File: src/shared/dtc_cfg.svh
// Constants for the adjustment delay configuration block.
// Assumes inclusion by bare name from the package and the core module.
//
// Summary of operation
// - Local channel delay code, three bits read/write at bits 5:3.
// - Decrease wait is 8 monitoring cycles doubled per code step, up to 1024.
// - Increase wait is twice the decrease wait, 16 up to 2048 cycles.
// - Remote-2 code low bits at 7:6, top bit in neighbouring register, joined.
// - Remote-1 delay code at bits 2:0 with identical interval encoding.
// - Once the lock bit is set, writes to the delay register are ignored.
`ifndef DTC_CFG_SVH
`define DTC_CFG_SVH

// ----------------------------------------------------------------------------
// Register indices, byte address is four times the index
// ----------------------------------------------------------------------------
`define DTC_ADDR_DELAY      8'h37
`define DTC_ADDR_DELAY_MSB  8'h36
`define DTC_ADDR_LOCK       8'h40
`define DTC_ADDR_STATUS     8'h44

// ----------------------------------------------------------------------------
// Field positions and reset values
// ----------------------------------------------------------------------------
`define DTC_R1_LSB          0
`define DTC_LOC_LSB         3
`define DTC_R2LO_LSB        6
`define DTC_R2MSB_BIT       0
`define DTC_LOCK_BIT        1
`define DTC_DELAY_RST       8'h00
`define DTC_MSB_RST         8'h00

// ----------------------------------------------------------------------------
// Timing and bus response codes
// ----------------------------------------------------------------------------
`define DTC_DEC_BASE_LOG2   3
`define DTC_CNT_W           12
`define DTC_AXI_OKAY        2'b00
`define DTC_AXI_SLVERR      2'b10

`endif

File: src/shared/dtc_pkg.sv
// Types for the adjustment delay configuration block.
// Assumes dtc_cfg.svh is on the include path.
`include "dtc_cfg.svh"

package dtc_pkg;

    typedef enum logic [1:0]
    {
        DTC_DIR_NONE = 2'b00,
        DTC_DIR_DEC  = 2'b01,
        DTC_DIR_INC  = 2'b11
    } dtc_dir_t;

    typedef logic [`DTC_CNT_W-1:0] dtc_cnt_t;

endpackage

File: src/core/dtc_delay_cfg.sv
// Adjustment delay configuration register with per-channel interval timers.
// Assumes an AXI4-Lite master on the same clock and a monitoring tick pulse.
`timescale 1ns/1ps
`include "dtc_cfg.svh"

module dtc_delay_cfg #(
    parameter int NUM_CH = 3
) (
    input  wire logic                  i_sys_clk,
    input  wire logic                  i_reset_n,
    input  wire logic                  i_mon_tick,
    input  wire dtc_pkg::dtc_dir_t     i_pending_dir [3],
    input  wire logic                  i_adjust_done [3],
    output logic                       o_adjust_allowed [3],
    output logic [2:0]                 o_local_delay_code,
    output logic [2:0]                 o_remote1_delay_code,
    output logic [2:0]                 o_remote2_delay_code,
    output logic                       o_locked,
    input  wire logic [9:0]            i_awaddr,
    input  wire logic                  i_awvalid,
    output logic                       o_awready,
    input  wire logic [31:0]           i_wdata,
    input  wire logic [3:0]            i_wstrb,
    input  wire logic                  i_wvalid,
    output logic                       o_wready,
    output logic [1:0]                 o_bresp,
    output logic                       o_bvalid,
    input  wire logic                  i_bready,
    input  wire logic [9:0]            i_araddr,
    input  wire logic                  i_arvalid,
    output logic                       o_arready,
    output logic [31:0]                o_rdata,
    output logic [1:0]                 o_rresp,
    output logic                       o_rvalid,
    input  wire logic                  i_rready
);
    import dtc_pkg::*;

    // ------------------------------------------------------------------------
    // Elaboration checks
    // ------------------------------------------------------------------------
    if (NUM_CH != 3)
    begin : g_bad_num_ch
        $error("dtc_delay_cfg serves exactly three channels");
    end
    // Longest increase wait must fit the counter
    if (`DTC_CNT_W < `DTC_DEC_BASE_LOG2 + 9)
    begin : g_bad_cnt_w
        $error("dtc_delay_cfg counter too narrow for the longest wait");
    end
    if ((`DTC_LOCK_BIT > 7) || (`DTC_R2MSB_BIT > 7))
    begin : g_bad_field
        $error("dtc_delay_cfg field position outside the byte lane");
    end

    // ------------------------------------------------------------------------
    // State
    // ------------------------------------------------------------------------
    typedef struct packed {
        logic [7:0]   delay;
        logic [7:0]   delay_msb;
        logic         lock;
        logic         aw_held;
        logic [9:0]   aw_addr;
        logic         w_held;
        logic [31:0]  w_data;
        logic [3:0]   w_strb;
        logic         bvalid;
        logic [1:0]   bresp;
        logic         rvalid;
        logic [1:0]   rresp;
        logic [31:0]  rdata;
        dtc_cnt_t [2:0] cnt;
    } dtc_state_t;

    dtc_state_t st_q;
    dtc_state_t st_d;

    // ------------------------------------------------------------------------
    // Interval decode
    // ------------------------------------------------------------------------
    function automatic dtc_cnt_t interval(input logic [2:0] code, input dtc_dir_t dir);
        dtc_cnt_t base;
        base = dtc_cnt_t'(1) << (`DTC_DEC_BASE_LOG2 + int'(code));
        if (dir == DTC_DIR_INC)
        begin
            interval = base << 1;
        end
        else
        begin
            interval = base;
        end
    endfunction

    // ------------------------------------------------------------------------
    // Register decode
    // ------------------------------------------------------------------------
    typedef enum logic [2:0]
    {
        DTC_REG_NONE   = 3'b000,
        DTC_REG_DELAY  = 3'b001,
        DTC_REG_MSB    = 3'b011,
        DTC_REG_LOCK   = 3'b010,
        DTC_REG_STATUS = 3'b110
    } dtc_reg_t;

    // Word index from byte address; unaligned addresses select nothing
    function automatic dtc_reg_t reg_sel(input logic [9:0] addr);
        logic [7:0] idx;
        idx = addr[9:2];
        if (addr[1:0] != 2'b00)
        begin
            reg_sel = DTC_REG_NONE;
        end
        else
        begin
            case (idx)
                `DTC_ADDR_DELAY:     reg_sel = DTC_REG_DELAY;
                `DTC_ADDR_DELAY_MSB: reg_sel = DTC_REG_MSB;
                `DTC_ADDR_LOCK:      reg_sel = DTC_REG_LOCK;
                `DTC_ADDR_STATUS:    reg_sel = DTC_REG_STATUS;
                default:             reg_sel = DTC_REG_NONE;
            endcase
        end
    endfunction

    logic [2:0] codes [3];
    logic       do_write;
    logic       do_read;

    always_comb
    begin
        codes[0] = st_q.delay[`DTC_LOC_LSB +: 3];
        codes[1] = st_q.delay[`DTC_R1_LSB +: 3];
        codes[2] = {st_q.delay_msb[`DTC_R2MSB_BIT],
                    st_q.delay[`DTC_R2LO_LSB +: 2]};
    end

    // ------------------------------------------------------------------------
    // Outputs
    // ------------------------------------------------------------------------
    assign o_local_delay_code   = codes[0];
    assign o_remote1_delay_code = codes[1];
    assign o_remote2_delay_code = codes[2];
    assign o_locked             = st_q.lock;

    assign o_awready = !st_q.aw_held && !st_q.bvalid;
    assign o_wready  = !st_q.w_held && !st_q.bvalid;
    assign o_arready = !st_q.rvalid;
    assign o_bvalid  = st_q.bvalid;
    assign o_bresp   = st_q.bresp;
    assign o_rvalid  = st_q.rvalid;
    assign o_rresp   = st_q.rresp;
    assign o_rdata   = st_q.rdata;

    // ------------------------------------------------------------------------
    // Adjustment gating
    // ------------------------------------------------------------------------
    always_comb
    begin
        for (int c = 0; c < 3; c++)
        begin
            o_adjust_allowed[c] = (i_pending_dir[c] != DTC_DIR_NONE) &&
                (st_q.cnt[c] >= interval(codes[c], i_pending_dir[c]));
        end
    end

    // ------------------------------------------------------------------------
    // Next state
    // ------------------------------------------------------------------------
    always_comb
    begin
        st_d = st_q;
        if (o_awready && i_awvalid)
        begin
            st_d.aw_held = 1'b1;
            st_d.aw_addr = i_awaddr;
        end
        if (o_wready && i_wvalid)
        begin
            st_d.w_held = 1'b1;
            st_d.w_data = i_wdata;
            st_d.w_strb = i_wstrb;
        end
        do_write = st_q.aw_held && st_q.w_held && !st_q.bvalid;
        if (do_write)
        begin
            st_d.aw_held = 1'b0;
            st_d.w_held  = 1'b0;
            st_d.bvalid  = 1'b1;
            st_d.bresp   = `DTC_AXI_OKAY;
            case (reg_sel(st_q.aw_addr))
                DTC_REG_DELAY:
                begin
                    if (!st_q.lock && st_q.w_strb[0])
                    begin
                        st_d.delay = st_q.w_data[7:0];
                    end
                end
                DTC_REG_MSB:
                begin
                    if (!st_q.lock && st_q.w_strb[0])
                    begin
                        st_d.delay_msb[`DTC_R2MSB_BIT] = st_q.w_data[`DTC_R2MSB_BIT];
                    end
                end
                DTC_REG_LOCK:
                begin
                    if (st_q.w_strb[0] && st_q.w_data[`DTC_LOCK_BIT])
                    begin
                        st_d.lock = 1'b1;
                    end
                end
                DTC_REG_STATUS:
                begin
                end
                default:
                begin
                    st_d.bresp = `DTC_AXI_SLVERR;
                end
            endcase
        end
        if (st_q.bvalid && i_bready)
        begin
            st_d.bvalid = 1'b0;
        end

        do_read = o_arready && i_arvalid;
        if (do_read)
        begin
            st_d.rvalid = 1'b1;
            st_d.rresp  = `DTC_AXI_OKAY;
            st_d.rdata  = 32'h0000_0000;
            case (reg_sel(i_araddr))
                DTC_REG_DELAY:
                begin
                    st_d.rdata[7:0] = st_q.delay;
                end
                DTC_REG_MSB:
                begin
                    st_d.rdata[7:0] = st_q.delay_msb;
                end
                DTC_REG_LOCK:
                begin
                    st_d.rdata[`DTC_LOCK_BIT] = st_q.lock;
                end
                DTC_REG_STATUS:
                begin
                    for (int c = 0; c < 3; c++)
                    begin
                        st_d.rdata[c] = o_adjust_allowed[c];
                    end
                end
                default:
                begin
                    st_d.rresp = `DTC_AXI_SLVERR;
                end
            endcase
        end
        else if (st_q.rvalid && i_rready)
        begin
            st_d.rvalid = 1'b0;
        end

        // --------------------------------------------------------------------
        // Interval timers, saturating
        // --------------------------------------------------------------------
        for (int c = 0; c < 3; c++)
        begin
            if (i_adjust_done[c])
            begin
                st_d.cnt[c] = '0;
            end
            else if (i_mon_tick && (st_q.cnt[c] != {`DTC_CNT_W{1'b1}}))
            begin
                st_d.cnt[c] = st_q.cnt[c] + 1'b1;
            end
        end
    end

    always_ff @(posedge i_sys_clk or negedge i_reset_n)
    begin
        if (!i_reset_n)
        begin
            st_q           <= '0;
            st_q.delay     <= `DTC_DELAY_RST;
            st_q.delay_msb <= `DTC_MSB_RST;
        end
        else
        begin
            st_q <= st_d;
        end
    end

endmodule // dtc_delay_cfg

File: config.mk
export PLATFORM = sky130hd
export DESIGN_NAME = dtc_delay_cfg
export DESIGN_NICKNAME = d
export VERILOG_FILES = /design/src/shared/dtc_pkg.sv /design/src/core/dtc_delay_cfg.sv
export VERILOG_INCLUDE_DIRS = /design/src /design/src/shared
export SDC_FILE = /design/constraint.sdc
export NUM_CORES = 1
export LEC_CHECK = 0
export BUFFER_PORTS_ARGS = -buffer_cell sky130_fd_sc_hd__clkbuf_2
export CAP_MARGIN = 20
export CORE_UTILIZATION = 58
export CTS_BUF_LIST = sky130_fd_sc_hd__clkbuf_4 sky130_fd_sc_hd__clkbuf_8 sky130_fd_sc_hd__clkbuf_16
export CTS_CLUSTER_DIAMETER = 80
export DETAILED_ROUTE_END_ITERATION = 8
export PLACE_DENSITY = 0.83
export SKIP_LAST_GASP = 1
export SLEW_MARGIN = 20
export SYNTH_ARGS = -nofsm -noshare
export SYNTH_HDL_FRONTEND = slang
export SYNTH_SLANG_ARGS = --single-unit
File: constraint.sdc
create_clock -name i_sys_clk -period 3.2 [get_ports i_sys_clk]
set_clock_uncertainty 0.1 [all_clocks]
set_input_delay 0.16 -clock i_sys_clk [delete_from_list [all_inputs] [get_ports i_sys_clk]]
set_output_delay 0.16 -clock i_sys_clk [all_outputs]
set_load 0.005 [all_outputs]
Word level (Yosys, flattened, before mapping):

Cells that the tools add are included.

* word-level logic and storage cells: 118
* input port bits: 73
* output and inout port bits: 54
* register bits: 108

* add/subtract/negate cells: 6
* shift-type cells: 3
* $lt $le $gt $ge: 3
* reductions and logical operators: 39
* equality and inequality tests: 22
* multiplexer cells: 29

Operators with widths (count)
* two-way mux 12 bit: 9
* two-way mux 37 bit: 1
* adder 12 x 1 -> 12 bit, second input constant: 3
* >= comparator 12 bit: 3
* != test 12 bit, second input constant: 3
* << shifter 1 x 4 -> 12 bit, first input constant: 3
* == test 8 x 6 -> 1 bit, second input constant: 4
* == test 8 x 7 -> 1 bit, second input constant: 4
* case mux 3 bit (4 select lines): 2
* nonzero test 2 bit: 12
* logical AND 1 bit: 17
* two-way mux 3 bit: 5
* adder 2 x 3 -> 4 bit, first input constant: 3
* == test 3 x 2 -> 1 bit, second input constant: 4
* two-way mux 11 bit: 1
* AND reduction 3 bit: 3
* OR reduction 4 bit: 2
* == test 2 bit, second input constant: 3
* == test 3 x 1 -> 1 bit, second input constant: 2
* == test 3 bit, second input constant: 2
* case mux 1 bit (3 select lines): 2
* logical NOT 1 bit: 5
* two-way mux 1 bit: 5
* two-way mux 5 bit: 1
* other kinds (2): 3

Logic depth before layout (Yosys ltp):

* depth after elaboration: 9
* gate-level depth with buffers: 11
* gate-level depth less buffers: 11

Worst setup path after synthesis:

Ideal clock, no wire load.

* path kind: flip-flop to output port
* start: reg st_q, in the netlist o_remote2_delay_code[1]
* end: out o_adjust_allowed[0] (netlist bit)
* arrival: 1873 ps
* buffers on the path: 1
* stages on the path, launching flop included: 11
* setup slack: 1067 ps
* required time: 2940 ps
* path through: dfrtp_1 clkbuf_1 nand2_1 o21ai_0 nand2b_1 ha_1 a211o_1 a21oi_1 o31ai_1 a21oi_1 nor2_1

RTL lines
* start, declared: line dtc_delay_cfg.sv:76 `dtc_state_t st_q;`
* start signal, assigned: line dtc_delay_cfg.sv:291 `st_q <= st_d;`
* end, declared: line dtc_delay_cfg.sv:14 `output logic o_adjust_allowed [3],`

==> flow_summary.json <==
{
  "async_flop_share_pct": 100,
  "cts_tree": "built",
  "crit_chain": "nand2b_1, o21ai_0, nand2_1, ha_1, and4_1, a21oi_1, a31oi_1, a21oi_1, inv_1, clkbuf_2",
  "die_w_microns": 95.6,
  "wl_microns": 10600,
  "top_usage_layer": "met2",
  "power_density_nw_per_um2": 462,
  "crit_slowest_cell": "dfrtp_1",
  "track_usage_pct": 24.6,
  "synth_area_leaders": "dfrtp_1 (39%), ha_1 (9.6%), buf_4 (6.7%)",
  "clkTransAtPathRegs_ps": 90,
  "yosys.area.top_type": "dfrtp_1",
  "rsz0062_at_grt": "no",
  "grt_pass1_wl_microns": 17300,
  "swShare_pct": 29.5,
  "row_count": 33,
  "dr_total_vias": 4010,
  "grtUsageMet2_pct": 43.0,
  "max_freq_mhz": 348,
  "drt_iter0_markers": 156,
  "n_fill_cell": 626,
  "ys_ff_latch": 79,
  "p_sw_uw": 785,
  "worstSetupPathType": "reg -> out",
  "postRouteAntennaNets": 0,
  "seqPwrFrac_pct": 48.8,
  "ctsResizeCount": 0,
  "antenna_cells": 0,
  "power_uw": 2670,
  "grt_pass1_vias": 3874,
  "cts_buffer_depth": 2,
  "post_cts.repair.setup_buffers": 0,
  "io_buffers": 73,
  "ys_warn_count": 0,
  "yosysTopAreaCellShare_pct": 38.9,
  "maxSlewHeadroom_pct": 34.9,
  "ys_types": 57,
  "core_sq_um": 8340,
  "fp.dieArea_sq_um": 9130,
  "grt.met3_usage_pct": 6.14,
  "hold_slack_ps": 30.7,
  "final_nets": 714,
  "syn_area_sq_um": 5080,
  "gp_congestion": 0.809,
  "min_period_ps": 2870,
  "max_cap_viol_count": 0,
  "ys_seq_area_share_pct": 38.9,
  "crit_fanout": 10,
  "antenna_found_initial": 0,
  "dp_hpwl_microns": 7630,
  "tightestPinTransition_ps": 977,
  "crit_top_cell": "a21oi_1",
  "r2r-start": "o_remote1_delay_code[1]",
  "clock_latency_ps": 350,
  "dp_cells": 673,
  "cts_root_buf": "clkbuf_8",
  "htreeDepth": 3,
  "min_period_over_period_pct": 89.8,
  "detail_route.wl_per_cell_microns": 14.9,
  "setup_viol": 0,
  "hold_viol": 0,
  "p_int_uw": 1880,
  "die_height_microns": 95.6,
  "ir_drop_uv": 405,
  "synth.avg_cell_area_sq_um": 9.75,
  "worstSetupStartpointType": "flop",
  "power_leakage_uw": 0.00278,
  "finalNonFillerCells": 712,
  "cp_data_arrival_time_ps": 2610,
  "cts_sinks": 79,
  "first_pass_iters": 4,
  "route.detailed.drc": 0,
  "synth_flop_cell": "dfrtp_1",
  "critPathMaxStageDelay_ps": 500,
  "worstSetupStartpoint": "o_remote1_delay_code[1]",
  "pwr-share-clk_pct": 31.8,
  "hold_path_class": "in -> reg",
  "cts_buffers": 9,
  "vias_per_cell": 5.63,
  "grt_max_degree": 80,
  "grt-ovfl-total": 0,
  "area_growth_pct": 13.6,
  "start_util_pct": 60.9,
  "syn_inst": 521,
  "end_kind": "primary output",
  "drive_above_1_share_pct": 19.8,
  "io_pins": 127,
  "synth-edff-count": 0,
  "finalSetupTns_ps": 0,
  "critPathRequiredTime_ps": 2940,
  "grt_util_met1_pct": 30.3,
  "status": "complete, no violations",
  "slew_viol_final": 0,
  "power_frac_comb_pct": 19.4,
  "worstHoldStart": "i_adjust_done[1]",
  "postCtsHoldBufs": 23
}
## kinds of logic (layout without fill, tap and decap cells)
kind of cell / after synthesis / count (layout) / share of synthesized area (%)
buf+inv: 71 / 124 / 8.67
xor+xnor: 26 / 26 / 4.48
other cells: 2 / 35 / 0.148
simple gates: 193 / 193 / 19.7
mux: 33 / 33 / 7.83
flops: 79 / 79 / 38.9
fa+ha+maj: 39 / 39 / 9.61
compound gates: 78 / 78 / 10.7
## cells in the mapped netlist, drive strengths merged, types with 5 or more instances
cell and count:
mux2 30, clkbuf 10, ha 39, nor3 11, a22o 5, xor2 15
o21ai 17, and3 10, nand2 41, a21oi 19, and4 5, nand4 14
nor2 56, dfrtp 79, inv 11, nor2b 8, buf 50, nand2b 9
nand3 23, a22oi 5, a211oi 6, xnor2 11
## power by group through the flow
stage                     Combinational [uW]  Sequential [uW]  Clock, uW
final                                    517             1300        847
after global routing                     583             1330        906
after CTS                                517             1300        865
after detailed placement                 493             1320          0
after global placement                   469             1310          0
after floorplan                          391             1280          0
## metrics by stage
| step | utilization [%] | instance area (sq um) | setup WS (ps) |
|---|---|---|---|
| floorplan | - | 5200 | 1070 |
| global route | 69.1 | 5770 | 190 |
| global placement | 63.7 | 5310 | 786 |
| finish | 69.1 | 5770 | 327 |
| CTS | 69.1 | 5770 | 371 |
| detailed placement | 63.7 | 5310 | 783 |
## final timing paths
path / endpoint / slack (ps) / cells past startpoint
max in group asynchronous: st_q[79] / 1980 / 2
min: st_q[17] / 30 / 2
min in group asynchronous: st_q[27] / 400 / 2
max reg2reg: o_rdata[1] / 820 / 9
min reg2reg: st_q[81] / 400 / 1
max: o_adjust_allowed[1] / 330 / 10
## routing by layer
| metal | wire, microns | share of wire [%] |
|---|---|---|
| met5 | 0 | 0 |
| met4 | 140 | 1.3 |
| met3 | 481 | 4.5 |
| met2 | 5500 | 52 |
| met1 | 4480 | 42 |
## critical path, delay by kind of cell, from the launching register on
family          cells  cell delay [ps]
compound gates      4              710
fa+ha+maj           1              300
buf+inv             2              200
flops               1              500
simple gates        3              550
## sequential cells by signal, summed over array words and instances (netlist names)
register / cells
o_bvalid: 1
o_local_delay_code: 3
o_rdata: 8
o_rvalid: 1
o_rresp: 1
o_locked: 1
o_bresp: 1
o_remote2_delay_code: 3
st_q: 57
o_remote1_delay_code: 3
## layout by cell type, fill, tap and decap left out, types with 5 or more instances in the layout
cell and count:
conb_1 35, nor2b_1 8, inv_1 11, mux2_2 12, clkbuf_8 9, nor2_1 56, nand2b_1 9, a22oi_1 5
a22o_1 5, xnor2_1 11, a21oi_1 19, and4_1 5, dfrtp_1 79, and3_1 10, xor2_1 15, nor3_1 11
nand3_1 22, nand4_1 13, nand2_1 40, clkbuf_2 72, dlygate4sd3_1 23, mux2_1 10, ha_1 39, o21ai_0 14
mux2_4 8
## area by class of cell
class | count | area [sq um] | share of cell area [%]
multi-input cells | 404 | 2790 | 48.3
clock buffers | 9 | 124 | 2.15
inverters | 11 | 41.3 | 0.716
clock inverters | 7 | 103 | 1.78
repair buffers | 97 | 606 | 10.5
well taps | 105 | 131 | 2.28
flip-flops and latches | 79 | 1980 | 34.3
Note: power is estimated with default switching activity, not from simulation.
